$ cat config.mk
export PLATFORM = sky130hd
export DESIGN_NAME = lee_link_err
export DESIGN_NICKNAME = d
export VERILOG_FILES = /design/src/lee_sync.v /design/src/lee_class.v /design/src/lee_link_err.v
export VERILOG_INCLUDE_DIRS = /design/src
export SDC_FILE = /design/constraint.sdc
export NUM_CORES = 1
export LEC_CHECK = 0
export BUFFER_PORTS_ARGS = -buffer_cell sky130_fd_sc_hd__buf_2
export CAP_MARGIN = 20
export CORE_ASPECT_RATIO = 0.6
export CORE_MARGIN = 2
export CORE_UTILIZATION = 52
export DETAILED_ROUTE_END_ITERATION = 8
export PLACE_DENSITY = 0.8
export SETUP_SLACK_MARGIN = 0.1
export SYNTH_ARGS = -nofsm -noshare
export SYNTH_HDL_FRONTEND = slang
export SYNTH_HIERARCHICAL = 1
export SYNTH_SLANG_ARGS = --single-unit
$ cat constraint.sdc
create_clock -name i_clk_sys -period 2.4 [get_ports i_clk_sys]
set_clock_uncertainty 0.1 [all_clocks]
set_input_delay 0.24 -clock i_clk_sys [delete_from_list [all_inputs] [get_ports i_clk_sys]]
set_output_delay 0.24 -clock i_clk_sys [all_outputs]
set_load 0.05 [all_outputs]
$ cat src/lee_consts.vh
`ifndef LEE_CONSTS_VH
`define LEE_CONSTS_VH
// register byte offsets
`define LEE_OFS_ERR_CTRL 8'h68
`define LEE_OFS_LINK_CTRL 8'h70
`define LEE_OFS_IRQ_STS 8'h74
`define LEE_OFS_IRQ_MASK 8'h78
// error control fields, word at 0x68
`define LEE_CTRL_W 24
`define LEE_CTRL_RST 24'h00_0000
`define LEE_CTRL_WMASK 24'h03_ffff
`define LEE_B_PROTO 0
`define LEE_B_OVF 3
`define LEE_B_CHAIN 6
`define LEE_B_CRC 9
`define LEE_B_SERR_FATAL 11
`define LEE_B_TAG 12
`define LEE_B_MAP 15
// error status flags, bits 28:24 of word 0x68
`define LEE_STS_LSB 24
`define LEE_F_PROTO 0
`define LEE_F_OVF 1
`define LEE_F_CHAIN 2
`define LEE_F_TAG 3
`define LEE_F_MAP 4
// link control word fields
`define LEE_L_SERR_ALLOW 0
`define LEE_L_CRC_FLAG 1
`define LEE_L_SERR_FLAG 2
`define LEE_L_LINK_FAIL 8
`define LEE_L_INIT_DONE 9
// interrupt status and mask fields
`define LEE_I_FATAL 0
`define LEE_I_NONFATAL 1
`define LEE_I_FLOOD 2
`define LEE_IRQ_W 3
`define LEE_SRCID_W 5
`endif

$ cat src/lee_sync.v
`timescale 1ns/100ps
// three-stage synchroniser; output follows once stages two and three agree
module lee_sync #(
  parameter WIDTH = 1
) (
  input wire i_clk_sys,
  input wire i_resetn,
  input wire [WIDTH-1:0] i_async,
  output wire [WIDTH-1:0] o_level
);
  reg [WIDTH-1:0] s1_q;
  reg [WIDTH-1:0] s2_q;
  reg [WIDTH-1:0] s3_q;
  reg [WIDTH-1:0] level_q;
  integer k;

  // stage one is read only by stage two
  always @(posedge i_clk_sys or negedge i_resetn)
  begin
    if (!i_resetn)
    begin
      s1_q <= {WIDTH{1'b0}};
      s2_q <= {WIDTH{1'b0}};
      s3_q <= {WIDTH{1'b0}};
      level_q <= {WIDTH{1'b0}};
    end
    else
    begin
      s1_q <= i_async;
      s2_q <= s1_q;
      s3_q <= s2_q;
      for (k = 0; k < WIDTH; k = k + 1)
        if (s2_q[k] == s3_q[k])
          level_q[k] <= s3_q[k];
    end
  end

  assign o_level = level_q;
endmodule // lee_sync

$ cat src/lee_class.v
`timescale 1ns/100ps
// one error class: sticky flag plus fatal, nonfatal and flood decisions
module lee_class (
  input wire i_clk_sys,
  input wire i_resetn,
  input wire i_event,
  input wire i_clear,
  input wire i_fatal_en,
  input wire i_nonfatal_en,
  input wire i_flood_en,
  output wire o_flag,
  output wire o_fatal,
  output wire o_nonfatal,
  output wire o_flood
);
  reg flag_q;

  // set wins over a clear in the same cycle
  always @(posedge i_clk_sys or negedge i_resetn)
  begin
    if (!i_resetn)
      flag_q <= 1'b0;
    else if (i_event)
      flag_q <= 1'b1;
    else if (i_clear)
      flag_q <= 1'b0;
  end

  // levels held while the flag stands, flood fires on the event itself
  assign o_flag = flag_q;
  assign o_fatal = flag_q & i_fatal_en;
  assign o_nonfatal = flag_q & i_nonfatal_en;
  assign o_flood = i_event & i_flood_en;
endmodule // lee_class

$ cat src/lee_link_err.v
// Decided for this implementation: the Wishbone register port.
`timescale 1ns/100ps
`include "lee_consts.vh"
module lee_link_err (
  input wire i_clk_sys,
  input wire i_resetn,
  input wire i_wb_cyc,
  input wire i_wb_stb,
  input wire i_wb_we,
  input wire [7:0] i_wb_adr,
  input wire [3:0] i_wb_sel,
  input wire [31:0] i_wb_dat,
  output reg [31:0] o_wb_dat,
  output reg o_wb_ack,
  input wire i_link_clk,
  input wire i_link_proto_err,
  input wire i_link_ovf_err,
  input wire i_link_crc_err,
  input wire i_link_tag_err,
  input wire i_link_init_complete,
  input wire i_system_err,
  input wire i_req_valid,
  input wire i_req_posted,
  input wire i_req_nxa,
  input wire [`LEE_SRCID_W-1:0] i_req_srcid,
  output reg o_nxa_resp_valid,
  output reg [`LEE_SRCID_W-1:0] o_nxa_resp_srcid,
  output reg o_fatal_int,
  output reg o_nonfatal_int,
  output wire o_sync_flood,
  output wire o_link_failure,
  output wire o_irq
);
  // byte-lane merge of a write into an old word
  function [31:0] merge;
    input [31:0] old;
    input [31:0] upd;
    input [3:0] sel;
    integer b;
    begin
      merge = old;
      for (b = 0; b < 4; b = b + 1)
        if (sel[b])
          merge[b*8 +: 8] = upd[b*8 +: 8];
    end
  endfunction

  reg [`LEE_CTRL_W-1:0] ctrl_q;
  reg serr_allow_q;
  reg crc_flag_q;
  reg serr_flag_q;
  reg link_fail_q;
  reg [`LEE_IRQ_W-1:0] irq_sts_q;
  reg [`LEE_IRQ_W-1:0] irq_mask_q;
  reg link_clk_d1_q;
  reg [31:0] rd_d;
  wire [3:0] lk_err;
  wire link_clk_lvl;
  wire lk_edge;
  wire [4:0] sync_in;
  wire [4:0] sync_out;
  wire wb_req;
  wire wr;
  wire [31:0] wr_one;
  wire [31:0] new_ctrl;
  wire [31:0] new_mask;
  wire [4:0] flag_clr;
  wire chain_evt;
  wire map_evt;
  wire send_nxa;
  wire crc_evt;
  wire [4:0] flag;
  wire [4:0] fat;
  wire [4:0] nfat;
  wire [4:0] fld;
  wire crc_fatal;
  wire crc_nonfatal;
  wire serr_on;
  wire fatal_d;
  wire nonfatal_d;
  wire flood_evt;
  wire [`LEE_IRQ_W-1:0] irq_evt;

  // link clock and link error lines share one synchroniser
  assign sync_in = {i_link_tag_err, i_link_crc_err, i_link_ovf_err, i_link_proto_err,
                    i_link_clk};
  lee_sync #(
    .WIDTH(5)
  ) u_sync (
    .i_clk_sys(i_clk_sys),
    .i_resetn(i_resetn),
    .i_async(sync_in),
    .o_level(sync_out)
  );
  assign link_clk_lvl = sync_out[0];
  assign lk_err = sync_out[4:1];

  // rising edge of the filtered link clock samples the error lines
  always @(posedge i_clk_sys or negedge i_resetn)
  begin
    if (!i_resetn)
      link_clk_d1_q <= 1'b0;
    else
      link_clk_d1_q <= link_clk_lvl;
  end
  assign lk_edge = link_clk_lvl & ~link_clk_d1_q;

  // wishbone: ack one cycle after the request; a write lands on the edge that sees ack
  assign wb_req = i_wb_cyc & i_wb_stb & ~o_wb_ack;
  assign wr = i_wb_cyc & i_wb_stb & i_wb_we & o_wb_ack;
  assign wr_one = merge(32'h0000_0000, i_wb_dat, i_wb_sel);
  assign new_ctrl = merge({8'h00, ctrl_q}, i_wb_dat, i_wb_sel);
  assign new_mask = merge({29'h0000_0000, irq_mask_q}, i_wb_dat, i_wb_sel);
  assign flag_clr = (wr && i_wb_adr == `LEE_OFS_ERR_CTRL) ?
                    wr_one[`LEE_STS_LSB +: 5] : 5'h00;

  // request screening against init state and address decode
  assign chain_evt = i_req_valid &
                     (~i_link_init_complete | (i_req_nxa & i_req_posted));
  assign send_nxa = i_req_valid & ~i_req_posted & (~i_link_init_complete | i_req_nxa);
  assign map_evt = send_nxa & (i_req_srcid == {`LEE_SRCID_W{1'b0}});
  assign crc_evt = lk_edge & lk_err[2];

  // error response back to the requester
  always @(posedge i_clk_sys or negedge i_resetn)
  begin
    if (!i_resetn)
    begin
      o_nxa_resp_valid <= 1'b0;
      o_nxa_resp_srcid <= {`LEE_SRCID_W{1'b0}};
    end
    else
    begin
      o_nxa_resp_valid <= send_nxa;
      if (send_nxa)
        o_nxa_resp_srcid <= i_req_srcid;
    end
  end

  // protocol class
  lee_class u_proto (
    .i_clk_sys(i_clk_sys),
    .i_resetn(i_resetn),
    .i_event(lk_edge & lk_err[0]),
    .i_clear(flag_clr[`LEE_F_PROTO]),
    .i_fatal_en(ctrl_q[`LEE_B_PROTO]),
    .i_nonfatal_en(ctrl_q[`LEE_B_PROTO+1]),
    .i_flood_en(ctrl_q[`LEE_B_PROTO+2]),
    .o_flag(flag[`LEE_F_PROTO]),
    .o_fatal(fat[0]),
    .o_nonfatal(nfat[0]),
    .o_flood(fld[0])
  );

  // receive overflow class
  lee_class u_ovf (
    .i_clk_sys(i_clk_sys),
    .i_resetn(i_resetn),
    .i_event(lk_edge & lk_err[1]),
    .i_clear(flag_clr[`LEE_F_OVF]),
    .i_fatal_en(ctrl_q[`LEE_B_OVF]),
    .i_nonfatal_en(ctrl_q[`LEE_B_OVF+1]),
    .i_flood_en(ctrl_q[`LEE_B_OVF+2]),
    .o_flag(flag[`LEE_F_OVF]),
    .o_fatal(fat[1]),
    .o_nonfatal(nfat[1]),
    .o_flood(fld[1])
  );

  // end of chain class; unmatched responses join it through the synchronised tag error line
  lee_class u_chain (
    .i_clk_sys(i_clk_sys),
    .i_resetn(i_resetn),
    .i_event(chain_evt | (lk_edge & lk_err[3])),
    .i_clear(flag_clr[`LEE_F_CHAIN]),
    .i_fatal_en(ctrl_q[`LEE_B_CHAIN]),
    .i_nonfatal_en(ctrl_q[`LEE_B_CHAIN+1]),
    .i_flood_en(ctrl_q[`LEE_B_CHAIN+2]),
    .o_flag(flag[`LEE_F_CHAIN]),
    .o_fatal(fat[2]),
    .o_nonfatal(nfat[2]),
    .o_flood(fld[2])
  );

  // source tag class
  lee_class u_tag (
    .i_clk_sys(i_clk_sys),
    .i_resetn(i_resetn),
    .i_event(lk_edge & lk_err[3]),
    .i_clear(flag_clr[`LEE_F_TAG]),
    .i_fatal_en(ctrl_q[`LEE_B_TAG]),
    .i_nonfatal_en(ctrl_q[`LEE_B_TAG+1]),
    .i_flood_en(ctrl_q[`LEE_B_TAG+2]),
    .o_flag(flag[`LEE_F_TAG]),
    .o_fatal(fat[3]),
    .o_nonfatal(nfat[3]),
    .o_flood(fld[3])
  );

  // mapping class for zero source id error responses
  lee_class u_map (
    .i_clk_sys(i_clk_sys),
    .i_resetn(i_resetn),
    .i_event(map_evt),
    .i_clear(flag_clr[`LEE_F_MAP]),
    .i_fatal_en(ctrl_q[`LEE_B_MAP]),
    .i_nonfatal_en(ctrl_q[`LEE_B_MAP+1]),
    .i_flood_en(ctrl_q[`LEE_B_MAP+2]),
    .o_flag(flag[`LEE_F_MAP]),
    .o_fatal(fat[4]),
    .o_nonfatal(nfat[4]),
    .o_flood(fld[4])
  );

  // checksum and system error conditions, no flood path for either
  assign crc_fatal = crc_flag_q & ctrl_q[`LEE_B_CRC];
  assign crc_nonfatal = crc_flag_q & ctrl_q[`LEE_B_CRC+1];
  assign serr_on = serr_flag_q & serr_allow_q;
  assign fatal_d = (|fat) | crc_fatal | (serr_on & ctrl_q[`LEE_B_SERR_FATAL]);
  assign nonfatal_d = (|nfat) | crc_nonfatal | (serr_on & ~ctrl_q[`LEE_B_SERR_FATAL]);
  assign flood_evt = |fld;
  assign irq_evt = {flood_evt, nonfatal_d & ~o_nonfatal_int, fatal_d & ~o_fatal_int};

  // registered interrupt levels
  always @(posedge i_clk_sys or negedge i_resetn)
  begin
    if (!i_resetn)
    begin
      o_fatal_int <= 1'b0;
      o_nonfatal_int <= 1'b0;
    end
    else
    begin
      o_fatal_int <= fatal_d;
      o_nonfatal_int <= nonfatal_d;
    end
  end

  // software state and sticky bits; every set wins over its clear
  always @(posedge i_clk_sys or negedge i_resetn)
  begin
    if (!i_resetn)
    begin
      ctrl_q <= `LEE_CTRL_RST;
      serr_allow_q <= 1'b0;
      crc_flag_q <= 1'b0;
      serr_flag_q <= 1'b0;
      link_fail_q <= 1'b0;
      irq_sts_q <= {`LEE_IRQ_W{1'b0}};
      irq_mask_q <= {`LEE_IRQ_W{1'b0}};
    end
    else
    begin
      if (wr && i_wb_adr == `LEE_OFS_ERR_CTRL)
        ctrl_q <= new_ctrl[`LEE_CTRL_W-1:0] & `LEE_CTRL_WMASK; // reserved bits stay zero
      if (wr && i_wb_adr == `LEE_OFS_LINK_CTRL && i_wb_sel[0])
        serr_allow_q <= i_wb_dat[`LEE_L_SERR_ALLOW];
      if (wr && i_wb_adr == `LEE_OFS_IRQ_MASK)
        irq_mask_q <= new_mask[`LEE_IRQ_W-1:0];
      if (crc_evt)
        crc_flag_q <= 1'b1;
      else if (wr && i_wb_adr == `LEE_OFS_LINK_CTRL && wr_one[`LEE_L_CRC_FLAG])
        crc_flag_q <= 1'b0;
      if (i_system_err)
        serr_flag_q <= 1'b1;
      else if (wr && i_wb_adr == `LEE_OFS_LINK_CTRL && wr_one[`LEE_L_SERR_FLAG])
        serr_flag_q <= 1'b0;
      if (flood_evt)
        link_fail_q <= 1'b1;
      else if (wr && i_wb_adr == `LEE_OFS_LINK_CTRL && wr_one[`LEE_L_LINK_FAIL])
        link_fail_q <= 1'b0;
      if (wr && i_wb_adr == `LEE_OFS_IRQ_STS)
        irq_sts_q <= (irq_sts_q & ~wr_one[`LEE_IRQ_W-1:0]) | irq_evt;
      else
        irq_sts_q <= irq_sts_q | irq_evt;
    end
  end

  // flooding lasts as long as the link failure flag
  assign o_sync_flood = link_fail_q;
  assign o_link_failure = link_fail_q;
  assign o_irq = |(irq_sts_q & irq_mask_q);

  // read mux; unmapped offsets read zero
  always @*
  begin
    rd_d = 32'h0000_0000;
    case (i_wb_adr)
      `LEE_OFS_ERR_CTRL:
        rd_d = {3'b000, flag, ctrl_q};
      `LEE_OFS_LINK_CTRL:
      begin
        rd_d[`LEE_L_SERR_ALLOW] = serr_allow_q;
        rd_d[`LEE_L_CRC_FLAG] = crc_flag_q;
        rd_d[`LEE_L_SERR_FLAG] = serr_flag_q;
        rd_d[`LEE_L_LINK_FAIL] = link_fail_q;
        rd_d[`LEE_L_INIT_DONE] = i_link_init_complete;
      end
      `LEE_OFS_IRQ_STS:
        rd_d[`LEE_IRQ_W-1:0] = irq_sts_q;
      `LEE_OFS_IRQ_MASK:
        rd_d[`LEE_IRQ_W-1:0] = irq_mask_q;
      default:
        rd_d = 32'h0000_0000;
    endcase
  end

  // ack and read data
  always @(posedge i_clk_sys or negedge i_resetn)
  begin
    if (!i_resetn)
    begin
      o_wb_ack <= 1'b0;
      o_wb_dat <= 32'h0000_0000;
    end
    else
    begin
      o_wb_ack <= wb_req;
      if (wb_req && !i_wb_we)
        o_wb_dat <= rd_d;
    end
  end
endmodule // lee_link_err

After elaboration in Yosys (flattened, before gate mapping)
Index checks and enable logic that the tools add are counted.

Bits in registers: 95. Bits in latches: 0. Bits in writable memories: 0. Memory bits (read-only): 0. Input bits: 64. Output and inout bits: 44. Logic and storage cells: 145. Memories kept: 0.

Add/subtract/negate cells: 0. Multipliers: 0. Divide/modulo/power cells: 0. Order comparisons: 0. Equal/unequal tests: 9. Shifts and indexed selects: 0. Multiplexer cells: 25. Bitwise operators: 55. Reductions and logical operators: 27.

Operator list (count): bitwise AND 1 bit (36); equality test 8 x 7 -> 1 bit (second input constant) (4); 2-to-1 mux 19 bit (1); 2-to-1 mux 1 bit (17); nonzero test 2 bit (8); 2-to-1 mux 5 bit (3); OR reduction 5 bit (3); case mux 3 bit (4 select lines) (1); logical AND 1 bit (9); AND reduction 2 bit (4); NOT 1 bit (7); bitwise OR 1 bit (7); bitwise AND 3 bit (2); 2-to-1 mux 3 bit (2); bitwise OR 3 bit (2); equality test 1 bit (5); zero test 5 bit (1); case mux 2 bit (2 select lines) (1); NOT 3 bit (1); OR reduction 3 bit (1); zero test 1 bit (1).

Depth between registers and ports, before layout
Depth after elaboration: 8. Gate-level depth with buffers: 7. Mapped depth without buffers: 7.

By module
The synthesis kept the hierarchy.

Modules (own cells, without submodules): lee_link_err (times used 1, cells an instance 231, area each 2917.8 sq um, seq. area each 1526.5 sq um); lee_sync (times used 1, cells an instance 25, area each 556.8 sq um, seq. area each 500.5 sq um); lee_class (times used 5, cells an instance 6, area each 55.1 sq um, seq. area each 25.0 sq um).

Worst setup path before layout
No wires, ideal clock.

Path type: flip-flop to flip-flop. Start point: reg o_wb_ack. End point: reg ctrl_q[0]. Setup time: 0.125 ns. Arrival time: 1.982 ns. Data required time: 2.175 ns. Slack: 0.193 ns. Cell stages (with the launch flop): 5. Buffers on the path: 1. Clock period less this slack: 2.207 ns. Cell sequence: dfrtp_1 nand4_1 buf_2 nor4_4 mux2_2.

Longest elaborated chain between the ends: 3.

RTL lines: start: declaration (RTL line lee_link_err.v:14) `output reg o_wb_ack,`; start signal: assignment (RTL line lee_link_err.v:318) `o_wb_ack <= wb_req;`; bitwise AND 1 bit (RTL line lee_link_err.v:110) `assign wr = i_wb_cyc & i_wb_stb & i_wb_we & o_wb_ack;`; logical AND 1 bit (no line); AND reduction 2 bit (no line); end signal: assignment (RTL line lee_link_err.v:244) `` ctrl_q <= `LEE_CTRL_RST; ``; end signal: assignment (RTL line lee_link_err.v:255) `` ctrl_q <= new_ctrl[`LEE_CTRL_W-1:0] & `LEE_CTRL_WMASK; ``; end: declaration (RTL line lee_link_err.v:48) `` reg [`LEE_CTRL_W-1:0] ctrl_q; ``.

Every way passes these cells. A chain may end at the register's enable or synchronous reset.

Final worst setup path
Start point: reg u_sync.level_q[0], in the netlist u_sync/o_level[0]. End point: reg link_fail_q, in the netlist o_link_failure.

Longest elaborated chain between the ends: 6. Elaborated cells between the ends (all ways): 12. Those cells by class: mux: 1; bitwise: 9; reduce/logical: 2.

RTL lines: start: declaration (RTL line lee_sync.v:14) `reg [WIDTH-1:0] level_q;`; start signal: assignment (RTL line lee_sync.v:25) `level_q <= {WIDTH{1'b0}};`; start signal: indexed assignment (RTL line lee_sync.v:34) `level_q[k] <= s3_q[k];`; bitwise AND 1 bit * (RTL line lee_link_err.v:106) `assign lk_edge = link_clk_lvl & ~link_clk_d1_q;`; bitwise AND 1 bit * (RTL line lee_link_err.v:174) `.i_event(chain_evt | (lk_edge & lk_err[3])),`; bitwise OR 1 bit * (RTL line lee_link_err.v:174); bitwise AND 1 bit * (RTL line lee_class.v:33) `assign o_flood = i_event & i_flood_en;`; named net fld[2] (RTL line lee_link_err.v:75) `wire [4:0] fld;`; OR reduction 5 bit * (RTL line lee_link_err.v:221) `assign flood_evt = |fld;`; 2-to-1 mux 1 bit / nonzero test 2 bit (equally long branches); end signal: assignment (RTL line lee_link_err.v:248) `link_fail_q <= 1'b0;`; end signal: assignment (RTL line lee_link_err.v:269) `link_fail_q <= 1'b1;`; end signal: assignment (RTL line lee_link_err.v:271) `link_fail_q <= 1'b0;`; end: declaration (RTL line lee_link_err.v:52) `reg link_fail_q;`.

Mark *: on every way through the listed nets, which the timed path passes. The rest lies on a longest branch.

==> flow_summary.yaml <==
status:
  run_status: "complete, no violations"
routing:
  drtIter0Drc: 174
  vias: 2719
  routed_wl_um: 8580
  route.detailed.drc: 0
  drt_pass1_iterations: 4
  via_per_inst: 5.68
  wl_per_cell_um: 17.9
  drtAntennaViolNets: 0
setup_path:
  path_max_fanout: 3
  critPathMaxStageDelay_ps: 510
  endpoint_kind: "register"
  path_cells: "nor2b_1 -> and2_1 -> a21o_1 -> and2_1 -> or4_1 -> a211o_1"
  cp_common_cell: "and2_1"
  slowest_stage: "or4_1"
  path_buf_inv: 0
  arrival_ps: 2250
  critPathLaunchType: "register"
  cp_top_family: "simple AND/OR/NAND/NOR gates"
  critPathKind: "reg2reg"
  cp.required_ps: 2520
grt:
  use_met1: 0.350
  gr-total-overflow: 0
  grt_use_total: 0.231
  grt-busiest-layer: "met1"
  gr-usage-met2: 0.322
  antenna_found_initial: 0
  grt_pass1_vias: 2627
  grt_pass1_wl_um: 13700
  grt_use_met3: 0.0726
  grt_max_degree: 53
final_layout:
  mostFrequentLayoutCells: "buf_2 (88), dfrtp_1 (86), mux2_2 (27)"
  finalInstanceArea_um2: 4700
  area_growth_pct: 25.4
  filler_cell_count: 493
  final_common_cell: "buf_2"
  antennaDiodeCount: 0
  nNetsFinal: 451
  drive_above_1_share: 0.398
pwr:
  p_seq_frac: 0.456
  p_leak_nw: 2.36
  power_density_nw_per_um2: 716
  p_comb_frac: 0.098
  p_int_mw: 2.54
  ir_drop_uv: 445
  clkPwrFrac: 0.447
  power.share.switching: 0.245
  switchingPower_uw: 827
floorplanning:
  initial_core_util: 0.550
  boundaryPins: 108
  rows: 23
  core_region_area_um2: 6820
  fp.dieH_um: 69.8
  die_width_um: 114
  fp.dieArea_um2: 7930
sta:
  fin_crit_ps: 2130
  drv_slew: 0
  fmax_mhz: 470
  setup_viol: 0
  finalCritPeriodShare: 0.887
  hold_viol: 0
  relSlewSlack: 0.627
  fin_tns_setup_ps: 0
  rsz0062_at_grt: "false"
  tightest_slew_ps: 559
synthesis:
  synth.distinct_cells: 43
  postSynthCellCount: 286
  yosys_register_bits: 86
  synthesis.area_um2: 3750
  syn_avg_cell_area_um2: 13.1
  yosysSeqAreaShare: 0.574
  yosys_warnings: 6
clock_network:
  clk_pin_slew_ps: 70
  cts_buffer_depth: 2
  numCtsBuffers: 9
  cts_tree: "built"
  clk_latency_ps: 340
  htree_levels: 3
  root_buffer: "clkbuf_16"
  post_cts_resized: 0
  clock_sinks: 86
place:
  io_buffers: 89
  gp_congestion: 0.863
  placed_cell_area_um2: 4300
  dpl.hpwl_um: 6410
job:
  cap_violations: 0
hold_path:
  min_path_type: "in2reg"
==> final cells by class <==
class,count,area [um^2],share of cell area
inverter,9,33.8,0.00718
multi-input combinational,176,1470,0.312
clock buffer,9,225,0.0479
timing repair buffer,105,611,0.130
clock inverter,7,105,0.0224
tap,87,109,0.0232
sequential,86,2150,0.458
==> state kept, by name, indices dropped and copies added (netlist names), 3 cells and up <==
| register | flops |
|---|---|
| ctrl_q | 18 |
| irq_mask_q | 3 |
| irq_sts_q | 3 |
| o_nxa_resp_srcid | 5 |
| o_wb_dat | 23 |
| u_sync/o_level | 5 |
| u_sync/s1_q | 5 |
| u_sync/s2_q | 5 |
| u_sync/s3_q | 5 |
==> stage by stage <==
step	std cells	hold WS, ps	setup slack, ps	utilization	power [mW]
global route	479	21.2	210	0.689	3.51
floorplan	294	-156	193	-	1.76
finish	479	26.9	270	0.689	3.37
CTS	479	18.5	281	0.689	3.40
detailed placement	456	128	306	0.631	1.88
global placement	456	117	335	0.631	1.87
==> final timing paths <==
kind / from / endpoint / slack, ps / cells after the start
worst min register to register: u_sync/s1_q[0]$_DFF_PN0_ / u_sync/s2_q[0]$_DFF_PN0_ / 250 / 0
min in group asynchronous: i_resetn / o_wb_ack$_DFF_PN0_ / 300 / 2
worst max-delay path: u_sync/o_level[0]$_DFFE_PN0N_ / o_link_failure$_DFFE_PN0P_ / 270 / 6
worst min-delay path: i_wb_dat[15] / ctrl_q[15]$_DFFE_PN0P_ / 30 / 2
max in group asynchronous: i_resetn / ctrl_q[7]$_DFFE_PN0P_ / 1280 / 3
worst max register to register: u_sync/o_level[0]$_DFFE_PN0N_ / o_link_failure$_DFFE_PN0P_ / 270 / 6
==> cell usage after synthesis, drive strengths merged <==
cell type | instances | area share
dfrtp | 86 | 0.57
mux2 | 30 | 0.093
and2 | 21 | 0.035
a22o | 20 | 0.047
buf | 15 | 0.028
nand2 | 10 | 0.010
inv | 9 | 0.0090
clkbuf | 8 | 0.0080
and4 | 7 | 0.016
a21o | 6 | 0.012
nor4 | 6 | 0.021
maj3 | 5 | 0.015
nand2b | 5 | 0.0083
nand4b | 5 | 0.012
nor4bb | 5 | 0.013
or4 | 5 | 0.011
a211oi | 4 | 0.0080
nor2 | 4 | 0.0040
a211o | 3 | 0.0070
and4b | 3 | 0.0080
o21ai | 3 | 0.0040
o41ai | 3 | 0.0070
or3b | 3 | 0.0070
or4bb | 3 | 0.0090
nand3 | 2 | 0.0027
nand3b | 2 | 0.0040
nand4bb | 2 | 0.0060
nor2b | 2 | 0.0033
nor3 | 2 | 0.0027
a2111o | 1 | 0.0030
a21oi | 1 | 0.0013
a222oi | 1 | 0.0027
conb | 1 | 0.0010
nand4 | 1 | 0.0017
nor4b | 1 | 0.0023
o211ai | 1 | 0.0020
==> per-layer routing <==
metal / part of all wire / vias to the layer above
met3: 0.085 / 7
met2: 0.43 / 117
met5: 0 / -
met1: 0.48 / 1360
li1: - / 1235
met4: 0.0036 / 0
==> cells by family (layout without fill, tap and decap cells) <==
| logic type | count (synthesis) | in the layout | synth area share |
|---|---|---|---|
| AO/OA/AOI/OAI | 43 | 43 | 0.0938 |
| adder cells (fa/ha/maj) | 5 | 5 | 0.0150 |
| buffers and inverters | 32 | 130 | 0.0454 |
| AND/OR/NAND/NOR | 89 | 89 | 0.178 |
| other | 1 | 9 | 0.00100 |
| multiplexers | 30 | 30 | 0.0931 |
| flip-flops | 86 | 86 | 0.574 |
==> what timing repair did <==
item	4_1_cts	5_1_grt
hold buffers	7	0
buffers inserted	0	0
hold endpoints to repair	40	0
==> power groups by stage <==
stage / Combinational [mW] / Sequential [mW] / Clock, mW
4_1_cts: 0.330 / 1.54 / 1.53
3_5_place_dp: 0.321 / 1.56 / 0
2_1_floorplan: 0.136 / 1.62 / 0
3_3_place_gp: 0.313 / 1.56 / 0
6_report: 0.329 / 1.53 / 1.50
5_1_grt: 0.354 / 1.54 / 1.61
Note: power is estimated with default switching activity, not from simulation.
